**src/core/ttp_pkg.sv**
```systemverilog
// Shared constants, field layouts, types and tone tables of the tone transceiver host port.
package ttp_pkg;

    // Host access decode values.
    localparam logic RS_DATA  = 1'b0;
    localparam logic RS_CTRL  = 1'b1;
    localparam logic RW_WRITE = 1'b0;
    localparam logic RW_READ  = 1'b1;

    // Register indices on the select line.
    localparam logic [0:0] TRANSMIT_CODE_OFS = 1'h0;
    localparam logic [0:0] RECEIVE_CODE_OFS  = 1'h0;
    localparam logic [0:0] CONTROL_A_OFS     = 1'h1;
    localparam logic [0:0] CONTROL_B_OFS     = 1'h1;
    localparam logic [0:0] STATUS_OFS        = 1'h1;

    // Reset values.
    localparam logic [3:0] CONTROL_A_RST     = 4'h0;
    localparam logic [3:0] CONTROL_B_RST     = 4'h0;
    localparam logic [3:0] TRANSMIT_CODE_RST = 4'h0;
    localparam logic [3:0] RECEIVE_CODE_RST  = 4'h0;

    // Timing.
    localparam int unsigned CORE_HZ      = 10_000_000;
    localparam int unsigned BURST_MS     = 51;
    localparam int unsigned BURST_CYCLES = BURST_MS * (CORE_HZ / 1000);
    localparam int unsigned TONE_SEGS    = 32;

    // Control register A, bit b3 down to b0.
    typedef struct packed {
        logic second_control_select;
        logic irq_enable;
        logic call_progress_mode_select;
        logic tone_output_enable;
    } ttp_cra_t;

    // Control register B, bit b3 down to b0.
    typedef struct packed {
        logic column_select;
        logic single_tone;
        logic test_mode;
        logic burst_disable;
    } ttp_crb_t;

    // Status register, bit b3 down to b0.
    typedef struct packed {
        logic steer_absent;
        logic rx_full;
        logic tx_ready;
        logic irq;
    } ttp_status_t;

    // Host bus pins.
    typedef struct packed {
        logic       cs_n;
        logic       strobe;
        logic       register_select_line;
        logic       read_not_write;
        logic [3:0] data;
    } ttp_bus_t;

    // Digital outputs of the analog receive path.
    typedef struct packed {
        logic       steer;
        logic       cp_detect;
        logic [3:0] code;
    } ttp_rx_t;

    typedef enum logic [2:0] {
        BST_IDLE  = 3'b001,
        BST_TONE  = 3'b010,
        BST_PAUSE = 3'b100
    } ttp_burst_t;

    // Reference ticks per segment; 32 segments make one tone period.
    localparam logic [7:0] ROW_DIV [4] = '{8'ha0, 8'h92, 8'h84, 8'h76};
    localparam logic [7:0] COL_DIV [4] = '{8'h5c, 8'h54, 8'h4c, 8'h44};

    // Maps a 4-bit key code to {row index, column index}.
    function automatic logic [3:0] ttp_key_map(input logic [3:0] code);
        logic [3:0] rc;
        unique case (code)
            4'h1: rc = 4'h0;
            4'h2: rc = 4'h1;
            4'h3: rc = 4'h2;
            4'h4: rc = 4'h4;
            4'h5: rc = 4'h5;
            4'h6: rc = 4'h6;
            4'h7: rc = 4'h8;
            4'h8: rc = 4'h9;
            4'h9: rc = 4'ha;
            4'ha: rc = 4'hd;
            4'hb: rc = 4'hc;
            4'hc: rc = 4'he;
            4'hd: rc = 4'h3;
            4'he: rc = 4'h7;
            4'hf: rc = 4'hb;
            4'h0: rc = 4'hf;
        endcase
        return rc;
    endfunction

endpackage

```
**src/core/ttp_sync.sv**
```systemverilog
// Two-flop synchroniser for a group of pin inputs.
`timescale 1ns/1ns
module ttp_sync #(
    parameter int W = 1
) (
    // Clock and control
    input  wire logic         core_clk,
    input  wire logic         srst,
    input  wire logic         clk_en,
    // Data
    input  wire logic [W-1:0] d,
    output logic      [W-1:0] q
);
    logic [W-1:0] meta_q;

    always_ff @(posedge core_clk) begin
        if (srst) begin
            meta_q <= '0;
            q      <= '0;
        end else if (clk_en) begin
            meta_q <= d;
            q      <= meta_q;
        end
    end
endmodule

```
**src/core/ttp_tone_div.sv**
```systemverilog
// Programmable tone divider: counts reference ticks into 32 segments per period.
`timescale 1ns/1ns
module ttp_tone_div
    import ttp_pkg::*;
(
    // Clock and control
    input  wire logic       core_clk,
    input  wire logic       srst,
    input  wire logic       clk_en,
    // Tone control
    input  wire logic       ref_tick,
    input  wire logic       run,
    input  wire logic [7:0] divisor,
    // Segment index for the sine table
    output logic      [4:0] seg_q
);
    logic [7:0] tick_cnt_q;
    wire        seg_done = ref_tick && (tick_cnt_q == divisor - 8'h01);

    always_ff @(posedge core_clk) begin
        if (srst || (clk_en && !run)) begin
            tick_cnt_q <= 8'h00;
            seg_q      <= 5'h00;
        end else if (clk_en && ref_tick) begin
            tick_cnt_q <= seg_done ? 8'h00 : tick_cnt_q + 8'h01;
            if (seg_done) begin
                seg_q <= seg_q + 5'h01;
            end
        end
    end
endmodule

```
**src/core/ttp_host_port.sv**
```systemverilog
// Host register port, burst timer and tone control of the tone transceiver.
//
// Overview of operation
// Select and read/write lines pick transmit, receive, control or status register.
// Receive register keeps last valid decoded code; host cannot write it.
// Transmit register is write only; its code picks the generated tone pair.
// Control A b3 sends the next control write to B, then back to A.
// Host initialises control and status registers after power-up.
// Interrupt pin is open drain: pulls low or releases.
// Control A b0 enables tone output, with or without burst timing.
// Control A b1 picks tone mode (0) or call-progress mode (1).
// Call-progress mode with interrupt enable shows detected tone on the pin.
// Call-progress mode doubles burst and pause to about 102 ms.
// Call-progress mode stops decoding; receive register stays unchanged.
// Tone mode with interrupt enable pulls pin on valid tone or ready.
// Row and column tones come from reference divisions per key.
// All tone timing derives from the 3.579545 MHz reference clock; burst and pause lengths here count core_clk cycles (CORE_HZ).
// Control B b0 low enables burst: burst, equal pause, then ready.
// Tone mode burst and pause each last 51 ms.
// Status read clears interrupt, ready and full flags and releases pin.
// Redirected control write leaves control A untouched and ends redirection.
// All registers are four bits on data lines b3 to b0.
`timescale 1ns/1ns
module ttp_host_port
    import ttp_pkg::*;
#(
    parameter int unsigned P_BURST_CYCLES = BURST_CYCLES
) (
    // Clock and control
    input  wire logic       core_clk,
    input  wire logic       srst,
    input  wire logic       clk_en,
    // Host bus pins
    input  wire ttp_bus_t   host_bus,
    output logic      [3:0] host_data_out,
    output logic            host_data_oe,
    // Receive path and reference clock pins
    input  wire ttp_rx_t    rx_pins,
    input  wire logic       clock_input_pin,
    // Interrupt or call-progress pin
    output logic            interrupt_or_tone_pin_out,
    output logic            interrupt_or_tone_pin_oe,
    // Tone generator
    output logic      [4:0] row_seg,
    output logic      [4:0] col_seg,
    output logic            row_on,
    output logic            col_on
);
    localparam int CW = 21;

    ttp_bus_t     bus_s;
    ttp_rx_t      rx_s;
    logic         ref_s;
    logic         strobe_q;
    logic         steer_q;
    logic         ref_q;
    ttp_cra_t     cra_q;
    ttp_crb_t     crb_q;
    logic         redirect_q;
    logic [3:0]   tx_code_q;
    logic [3:0]   rx_code_q;
    ttp_status_t  st_q;
    ttp_burst_t   bst_q;
    ttp_burst_t   bst_d;
    logic [CW-1:0] bcnt_q;
    logic [CW-1:0] bcnt_d;

    ttp_sync #(.W($bits(ttp_bus_t) + $bits(ttp_rx_t) + 1)) u_sync (
        .core_clk (core_clk),
        .srst     (srst),
        .clk_en   (clk_en),
        .d        ({host_bus, rx_pins, clock_input_pin}),
        .q        ({bus_s, rx_s, ref_s})
    );

    // Access decode on the rising strobe edge.
    wire access = bus_s.strobe && !strobe_q && !bus_s.cs_n;
    wire wr_tx  = access && bus_s.register_select_line == RS_DATA
                  && bus_s.read_not_write == RW_WRITE;
    wire rd_rx  = access && bus_s.register_select_line == RS_DATA
                  && bus_s.read_not_write == RW_READ;
    wire wr_ctl = access && bus_s.register_select_line == RS_CTRL
                  && bus_s.read_not_write == RW_WRITE;
    wire rd_st  = access && bus_s.register_select_line == RS_CTRL
                  && bus_s.read_not_write == RW_READ;
    wire rd_hold = bus_s.strobe && !bus_s.cs_n && bus_s.read_not_write == RW_READ;

    wire cp_mode  = cra_q.call_progress_mode_select;
    wire burst_on = !crb_q.burst_disable;
    wire ref_tick = ref_s && !ref_q;
    wire rx_evt   = rx_s.steer && !steer_q && !cp_mode;
    wire tx_evt   = bst_q == BST_PAUSE && bcnt_q == '0;

    // Burst and pause length, doubled in call-progress mode.
    wire [CW-1:0] blen = cp_mode ? CW'(2 * P_BURST_CYCLES - 1)
                                 : CW'(P_BURST_CYCLES - 1);

    wire [3:0] key      = ttp_key_map(tx_code_q);
    wire       tone_run = cra_q.tone_output_enable
                          && (!burst_on || bst_q == BST_TONE);

    wire [3:0] rd_data = bus_s.register_select_line == RS_CTRL ? st_q : rx_code_q;

    // Pin pulls low: call-progress tone, test steering, or pending interrupt.
    wire pin_pull = cp_mode ? (cra_q.irq_enable && rx_s.cp_detect)
                  : crb_q.test_mode ? rx_s.steer
                  : (cra_q.irq_enable && st_q.irq && !rd_st);

    always_comb begin
        bst_d  = bst_q;
        bcnt_d = bcnt_q;
        if (wr_tx && burst_on) begin
            bst_d  = BST_TONE;
            bcnt_d = blen;
        end else begin
            unique case (bst_q)
                BST_IDLE: begin
                    bcnt_d = '0;
                end
                BST_TONE: begin
                    if (bcnt_q == '0) begin
                        bst_d  = BST_PAUSE;
                        bcnt_d = blen;
                    end else begin
                        bcnt_d = bcnt_q - CW'(1);
                    end
                end
                BST_PAUSE: begin
                    if (bcnt_q == '0) begin
                        bst_d = BST_IDLE;
                    end else begin
                        bcnt_d = bcnt_q - CW'(1);
                    end
                end
                default: begin
                    bst_d  = BST_IDLE;
                    bcnt_d = '0;
                end
            endcase
        end
    end

    always_ff @(posedge core_clk) begin
        if (srst) begin
            strobe_q <= 1'b0;
            steer_q  <= 1'b0;
            ref_q    <= 1'b0;
            bst_q    <= BST_IDLE;
            bcnt_q   <= '0;
        end else if (clk_en) begin
            strobe_q <= bus_s.strobe;
            steer_q  <= rx_s.steer;
            ref_q    <= ref_s;
            bst_q    <= bst_d;
            bcnt_q   <= bcnt_d;
        end
    end

    // Control registers share one address.
    always_ff @(posedge core_clk) begin
        if (srst) begin
            cra_q      <= CONTROL_A_RST;
            crb_q      <= CONTROL_B_RST;
            redirect_q <= 1'b0;
        end else if (clk_en && wr_ctl) begin
            if (redirect_q) begin
                crb_q      <= bus_s.data;
                redirect_q <= 1'b0;
            end else begin
                cra_q      <= bus_s.data;
                redirect_q <= bus_s.data[3];
            end
        end
    end

    always_ff @(posedge core_clk) begin
        if (srst) begin
            tx_code_q <= TRANSMIT_CODE_RST;
            rx_code_q <= RECEIVE_CODE_RST;
        end else if (clk_en) begin
            if (wr_tx) begin
                tx_code_q <= bus_s.data;
            end
            if (rx_evt) begin
                rx_code_q <= rx_s.code;
            end
        end
    end

    // Status flags: a set in the same cycle as a status read wins.
    always_ff @(posedge core_clk) begin
        if (srst) begin
            st_q <= '0;
        end else if (clk_en) begin
            st_q.irq          <= rx_evt || tx_evt || (st_q.irq && !rd_st);
            st_q.tx_ready     <= tx_evt || (st_q.tx_ready && !rd_st && burst_on);
            st_q.rx_full      <= rx_evt || (st_q.rx_full && !rd_st);
            st_q.steer_absent <= !rx_s.steer;
        end
    end

    // Registered pin outputs.
    always_ff @(posedge core_clk) begin
        if (srst) begin
            host_data_out             <= 4'h0;
            host_data_oe              <= 1'b0;
            interrupt_or_tone_pin_out <= 1'b0;
            interrupt_or_tone_pin_oe  <= 1'b0;
            row_on                    <= 1'b0;
            col_on                    <= 1'b0;
        end else if (clk_en) begin
            if (rd_rx || rd_st) begin
                host_data_out <= rd_data;
            end
            host_data_oe              <= rd_hold;
            interrupt_or_tone_pin_out <= 1'b0;
            interrupt_or_tone_pin_oe  <= pin_pull;
            row_on <= tone_run && !(crb_q.single_tone && crb_q.column_select);
            col_on <= tone_run && !(crb_q.single_tone && !crb_q.column_select);
        end
    end

    ttp_tone_div u_row (
        .core_clk (core_clk),
        .srst     (srst),
        .clk_en   (clk_en),
        .ref_tick (ref_tick),
        .run      (tone_run),
        .divisor  (ROW_DIV[key[3:2]]),
        .seg_q    (row_seg)
    );

    ttp_tone_div u_col (
        .core_clk (core_clk),
        .srst     (srst),
        .clk_en   (clk_en),
        .ref_tick (ref_tick),
        .run      (tone_run),
        .divisor  (COL_DIV[key[1:0]]),
        .seg_q    (col_seg)
    );
endmodule

```
**config.mk**
```make
export PLATFORM = sky130hd
export DESIGN_NAME = ttp_host_port
export DESIGN_NICKNAME = d
export VERILOG_FILES = /design/src/core/ttp_pkg.sv /design/src/core/ttp_sync.sv /design/src/core/ttp_tone_div.sv /design/src/core/ttp_host_port.sv
export SDC_FILE = /design/constraint.sdc
export NUM_CORES = 1
export LEC_CHECK = 0
export ABC_AREA = 0
export BUFFER_PORTS_ARGS = -buffer_cell sky130_fd_sc_hd__buf_4
export CAP_MARGIN = 10
export CELL_PAD_IN_SITES_DETAIL_PLACEMENT = 0
export CELL_PAD_IN_SITES_GLOBAL_PLACEMENT = 1
export CORE_UTILIZATION = 46
export CTS_CLUSTER_SIZE = 30
export DETAILED_ROUTE_END_ITERATION = 7
export PLACE_DENSITY = 0.83
export SYNTH_ARGS = -nofsm -noshare
export SYNTH_HDL_FRONTEND = slang
export SYNTH_SLANG_ARGS = --single-unit
```
**constraint.sdc**
```tcl
create_clock -name core_clk -period 3.15 [get_ports core_clk]
set_input_delay 0.1575 -clock core_clk [delete_from_list [all_inputs] [get_ports core_clk]]
set_output_delay 0.1575 -clock core_clk [all_outputs]
set_load 0.005 [all_outputs]
```
# Word level (Yosys, flattened, before mapping)
# Memories as Yosys holds them, arrays and structs flattened. A register that Yosys moved wholly into a read port is not among the register bits.
# Cells that the tools add are included.
# classes
n_lt_le_gt_ge,2
bitwise,5
add_sub_neg,7
n_mux,23
eq_ne,9
n_reduce_logical,61
# op_table
cell,count
$mux W21,3
$mux W8,6
$pmux W21 S2,1
$bmux W8 S2,2
$logic_and A1 B1 Y1,32
$logic_not A21 Y1,1
$sub A21 B1 Y21 const B,1
$mux W20,1
$add A8 B1 Y8 const B,2
$eq A8 B8 Y1,2
$reduce_and A2 Y1,8
$sub A8 B1 Y8 const B,2
$logic_not A1 Y1,12
$mux W4,3
$add A5 B1 Y5 const B,2
$mux W3,3
$pmux W3 S3,1
$logic_or A1 B1 Y1,7
$ge A3 B3 Y1 const B,2
$ne A3 B2 Y1 const B,2
$not A2 Y3,2
$reduce_and A4 Y1,1
$eq A3 B1 Y1 const B,1
$eq A3 B2 Y1 const B,1
other kinds (5),9
# totals
n_memories,1
mem_bits_ro,64
regBits,111
wordCells,138
# memory_table
memory,depth,word_bits,rd,rd_ports_with_merged_regs,wr,line_no,rtl
(name not given),16,4,1,1,0,ttp_pkg.sv:82,unique case (code)

# Logic depth before layout (Yosys ltp)
# Gate-level depths: netlist of run 1.
# depth
word_depth,9
ltp_mapped,10
mapped_depth_nobuf,9

# Hierarchy
# Synthesis of run 1 repeated with hierarchy kept, for this count alone.
# unflattened
hier_cells,706
area_unflattened_um2,6206.0
# by_module_without_submodules
module,cells_each,instances,area_per_inst_um2
ttp_host_port,411,1,3420.8
ttp_tone_div,99,2,844.6
ttp_sync,97,1,1096.1

# Worst setup path before layout of run 1
# OpenSTA, ideal clock, no wires.
# synth_timing
path_type,reg2reg
from,register bcnt_q[11]
to,register bcnt_q[11]
setup_time_ps,128
stages_incl_launch_ff,8
t_arrival_ps,2343
synth_period_minus_slack_ps,2471
required_ps,3022
path_slack_ps,679
cell_sequence,dfxtp_1 > or4_4 > or4_1 > buf_2 > o31ai_1 > o21ai_0 > a22oi_1 > nor2_1
# synth_between
elab_chain_len,4
word_cells_on_any_way,8
classes_between,1 x add/sub; 1 x eq/ne; 4 x mux; 2 x reduce/logical
# synth_rtl
element,line_no,rtl
"start, declared",ttp_host_port.sv:65,logic [CW-1:0] bcnt_q;
"start signal, assigned",ttp_host_port.sv:155,bcnt_q <= bcnt_d;
$sub A21 B1 Y21 / $logic_not A21 Y1 (equally long branches),--,
$mux W21 (on tied branches),"ttp_host_port.sv:129, ttp_host_port.sv:121",
$pmux W21 S2,ttp_host_port.sv:116,unique case (bst_q)
$mux W21,ttp_host_port.sv:112,if (wr_tx && burst_on) begin
# Several ways; a longest one is shown, not always the timed one. The select of a mux whose other input is x is not followed.
# A chain may end at the register's enable or synchronous reset.

# Worst setup path after layout of run 1
# layout_timing
from,register bcnt_q[11]
to,register bcnt_q[8]
# layout_between
elab_chain_len,4
word_cells_on_any_way,6
classes_between,1 x eq/ne; 3 x mux; 2 x reduce/logical
# layout_rtl
element,line_no,rtl
$logic_not A21 Y1 (*),"ttp_host_port.sv:121, ttp_host_port.sv:129",
$mux W21,ttp_host_port.sv:121,if (bcnt_q == '0) begin
$pmux W21 S2,ttp_host_port.sv:116,
$mux W21,ttp_host_port.sv:112,
# Every way passes the cells marked *; elsewhere a longest branch is shown, timed or not.

==> results of run 1 <==
==> path summary, 6_finish.rpt <==
path / startpoint / to / depth (start not counted)
setup / recovery: bcnt_q[11]$_SDFFE_PP0P_ / bcnt_q[8]$_SDFFE_PP0P_ / 6
hold reg to reg: steer_q$_SDFFE_PP0P_ / steer_q$_SDFFE_PP0P_ / 2
setup reg to reg: bcnt_q[11]$_SDFFE_PP0P_ / bcnt_q[8]$_SDFFE_PP0P_ / 6
hold / removal: srst / bcnt_q[1]$_SDFFE_PP0P_ / 2
==> routing by layer <==
metal  global-route usage  vias up  share of wire  wire length (um)
li1                     -     2203              -                 -
met1                0.261     2026           0.49              5470
met2                0.322      101           0.45              5040
met3               0.0526       27          0.041               460
met4                0.108        0          0.027               299
met5                    0        -              0                 0
==> critical path, stage by stage (launching register included) <==
cell	delay, ns
dfxtp_1	0.37
or4_4	0.59
or4_1	0.64
o41ai_4	0.67
nor2_1	0.15
xnor2_1	0.19
nor2_1	0.06
==> flip-flops by register name, indices dropped and copies added (netlist names), 2 cells and up <==
signal and cells:
u_row.tick_cnt_q 8, rx_code_q 4, key 4, tx_code_q 4, u_col.tick_cnt_q 8, u_row.seg_q 5, cra_q 2, u_sync.meta_q 15
crb_q 4, bst_q 3, host_data_out 4, bcnt_q 21, u_sync.q 15, st_q 4, u_col.seg_q 5
==> cell usage in the layout, fill, tap and decap left out, types with 3 or more instances in the layout <==
| master | netlist | routed |
|---|---|---|
| dlygate4sd3_1 | 0 | 15 |
| nor3_1 | 15 | 15 |
| clkbuf_16 | 0 | 17 |
| nand3b_1 | 4 | 4 |
| nor2_1 | 118 | 118 |
| a31oi_1 | 9 | 9 |
| inv_1 | 9 | 9 |
| or3_1 | 5 | 5 |
| clkinv_2 | 0 | 5 |
| a21o_1 | 5 | 5 |
| xnor2_1 | 18 | 18 |
| nand4_1 | 11 | 11 |
| o21ai_0 | 12 | 12 |
| nand2_1 | 38 | 38 |
| nand3_1 | 17 | 17 |
| ha_1 | 16 | 16 |
| a211oi_1 | 7 | 7 |
| a21oi_1 | 22 | 22 |
| dfxtp_1 | 115 | 115 |
| clkbuf_1 | 21 | 3 |
| mux2i_1 | 61 | 61 |
| or2_2 | 4 | 4 |
| and3_1 | 4 | 4 |
| nor3b_1 | 3 | 3 |
| o22ai_1 | 3 | 3 |
| nand2b_1 | 3 | 3 |
| bufinv_16 | 0 | 3 |
| o41ai_1 | 3 | 3 |
| or4_1 | 3 | 3 |
| nor4_1 | 12 | 12 |
| buf_4 | 1 | 45 |
| xor2_1 | 19 | 19 |
| nor4b_1 | 5 | 5 |
==> logic make-up (layout without fill, tap and decap cells) <==
| family | after synthesis | in the layout | share of synthesized area |
|---|---|---|---|
| adders and majority gates | 16 | 16 | 0.0378 |
| muxes | 62 | 62 | 0.120 |
| and+or+nand+nor | 250 | 250 | 0.221 |
| DFF | 115 | 115 | 0.435 |
| AOI/OAI and AO/OA | 76 | 76 | 0.0960 |
| other | 1 | 1 | 0.000709 |
| buffers and inverters | 38 | 102 | 0.0281 |
| xor gates and xnor gates | 37 | 37 | 0.0612 |
==> metrics by stage <==
| stage | utilization | setup slack (ns) | instance area, um2 |
|---|---|---|---|
| after floorplan | - | 0.679 | 5290 |
| after global placement | 0.516 | 0.475 | 5690 |
| after detailed placement | 0.516 | 0.409 | 5690 |
| after CTS | 0.584 | 0.395 | 6440 |
| after global routing | 0.584 | 0.205 | 6440 |
| final | 0.584 | 0.351 | 6440 |
==> layout make-up <==
type / count / area share
Timing Repair Buffer: 60 / 0.0758
Clock buffer: 22 / 0.0721
Sequential cell: 115 / 0.358
Multi-Input combinational cell: 442 / 0.441
Inverter: 10 / 0.00583
Tap cell: 140 / 0.0272
Clock inverter: 10 / 0.0204
==> power by group <==
part	total (mW)	internal [mW]	switching, mW	leakage (nW)
logic	0.312	0.132	0.181	1.35
registers	1.52	1.49	0.0299	0.933
clock network	1.92	1.28	0.646	0.294
==> flow_metrics.tcl, run 1 <==
set metrics [dict create \
    status "finished clean" \
    grt_pass1_wl_um 19100 \
    postCtsSetupRepairBufs 0 \
    startpoint_type "flip-flop" \
    worstPathRequired_ns 3.44 \
    num-nets-final 680 \
    hp-class "in -> reg" \
    powerDensity_nw_per_um2 583 \
    yosys_warnings 0 \
    synthFlopType "dfxtp_1" \
    cap_violations 0 \
    cts_buffers 17 \
    yosysMostFrequentCell "nor2_1" \
    skew_ns 0.00760 \
    setup.worst_path.class "reg -> reg" \
    holdBufCountCts 15 \
    setup_viol 0 \
    cts_sinks 115 \
    multi_input_area_um2 2840 \
    seq_area_um2 2300 \
    gp_congestion 0.836 \
    io_pins 37 \
    htreeDepth 4 \
    period_needed_ns 2.80 \
    syn_nets 629 \
    overflow 0 \
    fp.dieH_um 109 \
    relSlewSlack 0.425 \
    first_pass_iters 4 \
    hpwl_um 7530 \
    max_clock_freq_mhz 357 \
    die_area_um2 11900 \
    async_flop_share 0 \
    synth-seq-cells 115 \
    drt_iter0_markers 192 \
    whs_ns 0.287 \
    p_leak_nw 2.58 \
    grt_usage 0.206 \
    vias 4357 \
    ant_nets 0 \
    netlist_instances 595 \
    worst_pin_slew_ns 0.855 \
    clk_pin_slew_ns 0.05 \
    antenna_found_initial 0 \
    start_util 0.480 \
    slew_violations 0 \
    arrival_ns 3.09 \
    fp.dieW_um 109 \
    clock_latency_ns 0.41 \
    ff2ff_setup_slack_ns 0.35 \
    synth-edff-count 0 \
    yosysSeqAreaShare 0.435 \
    drc_errors 0 \
    n_fill_cell 997 \
    route.detailed.wl_per_inst_um 14.1 \
    tritoncts "done" \
    wl_um 11300 \
    synthTopCellsByCount "nor2_1 (118), dfxtp_1 (115), mux2i_1 (61)" \
    netlist_area_um2 5290 \
    yosysTopAreaCellShare 0.435 \
    syn-mean-instance-area_um2 8.89 \
    vias_per_cell 5.45 \
    ctsResizeCount 0 \
    io_buffers 35 \
    diodes 0 \
    dp_cells 752 \
    grt_max_degree 83 \
    period_share 0.889 \
    rsz0062_at_grt "no" \
    finalNonFillerCells 799 \
    finalPower_mw 3.76 \
    synth_area_leader_cell "dfxtp_1" \
    cts_buffer_depth 2 \
    syn_to_final_growth_pct 21.7 \
    core_um2 11000 \
    drive_above_1_share 0.127 \
    synth_cell_types 52 \
    path_max_fanout 10 \
    fin_setup_tns_ns 0 \
    final-hold-violation-count 0 \
    rows 38 \
    cts_root_buf "clkbuf_16" \
    max-vdd-ir-drop_uv 419 \
    critPathCaptureType "flip-flop" \
    synth_area_leaders "dfxtp_1 (44%), mux2i_1 (12%), nor2_1 (8.4%)" \
    grt_pass1_vias 4065 \
]
Power figures use the tool's default switching activity.
==> run 2, diff against run 1 <==
--- a/config.mk
+++ b/config.mk
@@ -13,6 +13,7 @@
 export CORE_UTILIZATION = 46
 export CTS_CLUSTER_SIZE = 30
 export DETAILED_ROUTE_END_ITERATION = 7
+export MAX_ROUTING_LAYER = met4
 export PLACE_DENSITY = 0.83
 export SYNTH_ARGS = -nofsm -noshare
 export SYNTH_HDL_FRONTEND = slang
==> run 2 against run 1 <==
  * Largest cell class unchanged
  * Non-clock buffer count unchanged
  * Combinational power about the same
  * Critical path type unchanged
  * Total power about the same
  * Highest routed layer unchanged
  * Clock-buffer cell count unchanged
  * Register-to-register slack better by 0.02 ns
  * Critical endpoint unchanged
  * Sequential share of layout area unchanged
  * Clock skew about the same
  * Worst setup slack better by 0.015 ns
==> flow_metrics.tcl, run 2 (synthesis results as in run 1) <==
set metrics [dict create \
    powerDensity_nw_per_um2 583 \
    route.detailed.wl_per_inst_um 14.1 \
    final_common_cell "nor2_1" \
    cts_buffers 17 \
    syn_to_final_growth_pct 21.7 \
    n_fill_cell 997 \
    crit_chain "or4_4, or4_1, o41ai_4, nor2_1, xnor2_1, nor2_1" \
    vias_per_cell 5.46 \
    grt_pass1_vias 4068 \
    hp-class "in -> reg" \
    final-hold-violation-count 0 \
    period_share 0.884 \
    htreeDepth 4 \
    core_um2 11000 \
    setup.worst_path.class "reg -> reg" \
    drive_above_1_share 0.127 \
    max_clock_freq_mhz 359 \
    final_cell_mix "nor2_1 (118), dfxtp_1 (115), mux2i_1 (61), buf_4 (45), nand2_1 (38)" \
    critPathCaptureType "flip-flop" \
    crit_top_cell "nor2_1" \
    first_pass_iters 5 \
    hpwl_um 7530 \
    slew_violations 0 \
    whs_ns 0.295 \
    rows 38 \
    status "finished clean" \
    overflow 0 \
    setup_viol 0 \
    largest_register_ffs 21 \
    ant_nets 0 \
    startpoint_type "flip-flop" \
    finalPower_mw 3.75 \
    worst_pin_slew_ns 0.856 \
    clk_pin_slew_ns 0.05 \
    worst_path_max_delay_cell "o41ai_4" \
    place_area_um2 5690 \
    drc_errors 0 \
    max_stage_delay_ns 0.66 \
    grt_max_degree 83 \
    io_buffers 35 \
    ctsResizeCount 0 \
    postCtsSetupRepairBufs 0 \
    rsz0062_at_grt "no" \
    arrival_ns 3.08 \
    fp.dieH_um 109 \
    largest-register "bcnt_q" \
    grt_pass1_wl_um 19100 \
    diodes 0 \
    fp.dieW_um 109 \
    cts_buffer_depth 2 \
    p_leak_nw 2.58 \
    seq_area_um2 2300 \
    antenna_found_initial 0 \
    wl_um 11300 \
    io_pins 37 \
    vias 4361 \
    skew_ns 0.00796 \
    finalNonFillerCells 799 \
    grt_usage 0.212 \
    multi_input_area_um2 2840 \
    relSlewSlack 0.429 \
    period_needed_ns 2.78 \
    die_area_um2 11900 \
    cap_violations 0 \
    tritoncts "done" \
    dp_cells 752 \
    path_max_fanout 10 \
    fin_setup_tns_ns 0 \
    drt_iter0_markers 188 \
    cts_root_buf "clkbuf_16" \
    largest_registers "bcnt_q: 21 flops, u_sync.meta_q: 15 flops, u_sync.q: 15 flops" \
    max-vdd-ir-drop_uv 418 \
    start_util 0.480 \
    gp_congestion 0.849 \
    fin_area_um2 6440 \
    num-nets-final 680 \
    clock_latency_ns 0.41 \
    cts_sinks 115 \
    worstPathRequired_ns 3.44 \
]
run 2: layout make-up:
type                       count  area share
sequential                   115       0.358
clock inverter                10      0.0204
inverter                      10     0.00583
clock buffer                  22      0.0721
tap                          140      0.0272
timing repair buffer          60      0.0758
multi-input combinational    442       0.441
run 2: metrics by stage:
step	setup WS (ns)	utilization
detailed placement	0.409	0.516
floorplan	0.679	-
global route	0.205	0.584
global placement	0.475	0.516
CTS	0.395	0.584
finish	0.366	0.584
run 2: critical path, delay by kind of cell, from the launching register on:
family	cells	cell delay, ns
AOI/OAI and AO/OA	1	0.66
xor gates and xnor gates	1	0.19
DFF	1	0.37
and+or+nand+nor	4	1.44
run 2: per-layer routing:
metal / vias up / share of wire / global-route usage
met3: 19 / 0.046 / 0.0490
met2: 115 / 0.45 / 0.322
li1: 2201 / - / -
met5: - / 0 / -
met1: 2026 / 0.48 / 0.262
met4: 0 / 0.023 / 0.113
run 2: path summary, 6_finish.rpt:
kind / depth (start not counted) / to / start / slack (ns)
setup reg to reg: 6 / bcnt_q[8]$_SDFFE_PP0P_ / bcnt_q[11]$_SDFFE_PP0P_ / 0.37
hold / removal: 2 / bcnt_q[0]$_SDFFE_PP0P_ / srst / 0.29
hold reg to reg: 2 / steer_q$_SDFFE_PP0P_ / steer_q$_SDFFE_PP0P_ / 0.47
setup / recovery: 6 / bcnt_q[8]$_SDFFE_PP0P_ / bcnt_q[11]$_SDFFE_PP0P_ / 0.37
run 2: power breakdown:
group          switching, mW  leakage [nW]  internal [mW]
combinational          0.181          1.35          0.132
sequential            0.0298         0.933           1.49
clock                  0.646         0.294           1.28
total                  0.856          2.58           2.90
run 2: repair_timing:
item                                    in CTS  in global routing
endpoints found under the hold margin       15                  0
hold buffers                                15                  0
endpoints found under the setup margin       0                  0
==> run 3, diff against run 2 <==
--- a/config.mk
+++ b/config.mk
@@ -5,12 +5,12 @@
 export SDC_FILE = /design/constraint.sdc
 export NUM_CORES = 1
 export LEC_CHECK = 0
-export ABC_AREA = 0
+export ABC_AREA = 1
 export BUFFER_PORTS_ARGS = -buffer_cell sky130_fd_sc_hd__buf_4
 export CAP_MARGIN = 10
 export CELL_PAD_IN_SITES_DETAIL_PLACEMENT = 0
 export CELL_PAD_IN_SITES_GLOBAL_PLACEMENT = 1
-export CORE_UTILIZATION = 46
+export CORE_UTILIZATION = 44
 export CTS_CLUSTER_SIZE = 30
 export DETAILED_ROUTE_END_ITERATION = 7
 export MAX_ROUTING_LAYER = met4
==> run 3 against run 2 <==
  * Global-route usage grew 0.12 points
  * Cell count is 25% higher
  * Clock-buffer cell count is 1 lower
  * Largest power group unchanged
  * Synthesized cell count up 29%
  * Sequential cell count did not move
  * Maximum frequency up 42%
  * Critical path depth increased by 8
  * Worst setup slack better by 0.83 ns
  * Worst hold slack got worse by 0.16 ns
==> flow_metrics.tcl, run 3 <==
set metrics [dict create \
    setup_viol 0 \
    hpwl_um 8520 \
    ant_nets 0 \
    rr_worst_depth 14 \
    gp_congestion 0.860 \
    ctsResizeCount 0 \
    pwr-share-seq 0.387 \
    tritoncts "done" \
    final_cell_mix "nor2_1 (145), nand2_1 (140), dfxtp_1 (115), inv_1 (57)" \
    synth_area_leader_cell "dfxtp_1" \
    timing.rr.start "u_sync.q[13]$_SDFFE_PP0P_" \
    setup.worst_path.class "reg -> reg" \
    grt_pass1_vias 4571 \
    rows 40 \
    grt_usage 0.213 \
    period_needed_ns 1.96 \
    fp.dieH_um 114 \
    cts_sinks 115 \
    grt_pass1_wl_um 21300 \
    critPathCaptureType "flip-flop" \
    grt_max_degree 56 \
    clk_pin_slew_ns 0.05 \
    route.detailed.wl_per_inst_um 12.4 \
    synthFlopType "dfxtp_1" \
    path_max_fanout 5 \
    largest-register "bcnt_q" \
    drt_iter0_markers 285 \
    largest_registers "bcnt_q: 21 flops, u_sync.meta_q: 15 flops, u_sync.q: 15 flops" \
    clock_latency_ns 0.41 \
    startpoint_type "flip-flop" \
    ff2ff_setup_slack_ns 1.19 \
    io_pins 37 \
    wl_um 12300 \
    drc_errors 0 \
    synth-seq-cells 115 \
    slew_violations 0 \
    syn_nets 801 \
    status "finished clean" \
    min_to "bcnt_q[15]$_SDFFE_PP0P_" \
    synth_area_leaders "dfxtp_1 (42%), nor2_1 (9.9%), nand2_1 (9.6%)" \
    cts_buffer_depth 2 \
    fp.dieW_um 114 \
    antenna_found_initial 0 \
    period_share 0.621 \
    cts_root_buf "clkbuf_16" \
    first_pass_iters 5 \
    syn_to_final_growth_pct 21.6 \
    final_util 0.553 \
    hp-class "in -> reg" \
    core_um2 12100 \
    netlist_area_um2 5490 \
    synth-edff-count 0 \
    timing.rr.end "key[1]$_DFF_P_" \
    worst_pin_slew_ns 0.537 \
    num-nets-final 850 \
    yosysTopAreaCellShare 0.420 \
    htreeDepth 4 \
    cap_violations 0 \
    fin_setup_tns_ns 0 \
    vias 4978 \
    powerDensity_nw_per_um2 603 \
    yosysMostFrequentCell "nor2_1" \
    p_leak_nw 2.87 \
    pwr-share-comb 0.097 \
    final-hold-violation-count 0 \
    vias_per_cell 4.99 \
    worstPathRequired_ns 3.45 \
    synthTopCellsByCount "nor2_1 (145), nand2_1 (140), dfxtp_1 (115)" \
    hp-start "srst" \
    postCtsSetupRepairBufs 0 \
    async_flop_share 0 \
    p_switching_mw 0.972 \
    yosysSeqAreaShare 0.420 \
    overflow 0 \
    rsz0062_at_grt "no" \
    max_clock_freq_mhz 511 \
    final_common_cell "nor2_1" \
    max-vdd-ir-drop_uv 443 \
    holdPathStages 2 \
    diodes 0 \
    syn-mean-instance-area_um2 7.15 \
    netlist_instances 767 \
    arrival_ns 2.26 \
    synth_cell_types 45 \
    cts_buffers 17 \
    die_area_um2 12900 \
    finalPower_mw 4.02 \
    yosys_warnings 0 \
    start_util 0.455 \
    skew_ns 0.00379 \
    io_buffers 35 \
    drive_above_1_share 0.131 \
    relSlewSlack 0.639 \
    internal_power_mw 3.05 \
    switching_share 0.242 \
    largest_register_ffs 21 \
    clockPowerShare 0.516 \
]
-- run 3: per-stage QoR --
stage	setup slack (ns)	instance area, um2	hold slack, ns	cells
after floorplan	1.43	5490	0.292	767
after global placement	1.26	5870	0.378	950
after detailed placement	1.17	5870	0.384	950
after CTS	1.18	6670	0.119	997
after global routing	0.928	6670	0.135	997
final	1.19	6670	0.130	997
-- run 3: how the worst max path moves through the flow --
stage	slack (ns)	cells past startpoint	startpoint	endpoint
after floorplan	1.43	13	u_sync.q[12]$_SDFFE_PP0P_	key[1]$_DFF_P_
after global placement	1.26	13	clk_en	key[1]$_DFF_P_
after detailed placement	1.17	13	clk_en	key[1]$_DFF_P_
after CTS	1.18	14	u_sync.q[13]$_SDFFE_PP0P_	key[1]$_DFF_P_
after global routing	0.93	14	u_sync.q[13]$_SDFFE_PP0P_	key[1]$_DFF_P_
final	1.19	14	u_sync.q[13]$_SDFFE_PP0P_	key[1]$_DFF_P_
-- run 3: metal layers --
metal  global-route usage  wire length (um)
met1                0.262              5950
met2                0.341              5810
met3               0.0569               408
met4               0.0702               188
met5                    -                 0
-- run 3: cell families (layout without fill, tap and decap cells) --
| logic type | Yosys count | after routing | share of synthesized area |
|---|---|---|---|
| XOR/XNOR | 23 | 23 | 0.0367 |
| AND/OR/NAND/NOR | 380 | 380 | 0.303 |
| adder cells (fa/ha/maj) | 16 | 16 | 0.0365 |
| other | 1 | 1 | 0.000684 |
| buffers and inverters | 90 | 152 | 0.0652 |
| flip-flops | 115 | 115 | 0.420 |
| AO/OA/AOI/OAI | 142 | 142 | 0.138 |
-- run 3: final cells by class --
| type | instances | area [um2] |
|---|---|---|
| Timing Repair Buffer | 52 | 428 |
| Inverter | 68 | 258 |
| Sequential cell | 115 | 2300 |
| Tap cell | 168 | 210 |
| Fill cell | 1161 | 5390 |
| Clock buffer | 21 | 470 |
| Multi-Input combinational cell | 562 | 2830 |
| Clock inverter | 11 | 175 |
-- run 3: repair_timing --
| item | CTS | global route |
|---|---|---|
| endpoints found under the setup margin | 0 | 0 |
| hold buffers | 15 | 0 |
| hold endpoints to repair | 15 | 0 |
-- run 3: worst max-delay path, cell delays in order, from the launching register on --
cell and delay (ns):
dfxtp_1 0.30, inv_1 0.05, nor2_1 0.18, nand3_1 0.12
inv_2 0.10, nand2_2 0.08, inv_2 0.09, nor2_1 0.06
nor3_2 0.26, inv_1 0.16, ha_1 0.22, inv_1 0.04
nand2_1 0.04, nand3_1 0.09, nand2_1 0.06
-- run 3: power groups by stage --
stage,Combinational [mW],Sequential (mW),Clock (mW)
4_1_cts,0.389,1.56,2.11
3_5_place_dp,0.370,1.59,0
3_3_place_gp,0.366,1.59,0
2_1_floorplan,0.287,1.57,0
6_report,0.388,1.56,2.07
5_1_grt,0.444,1.56,2.18
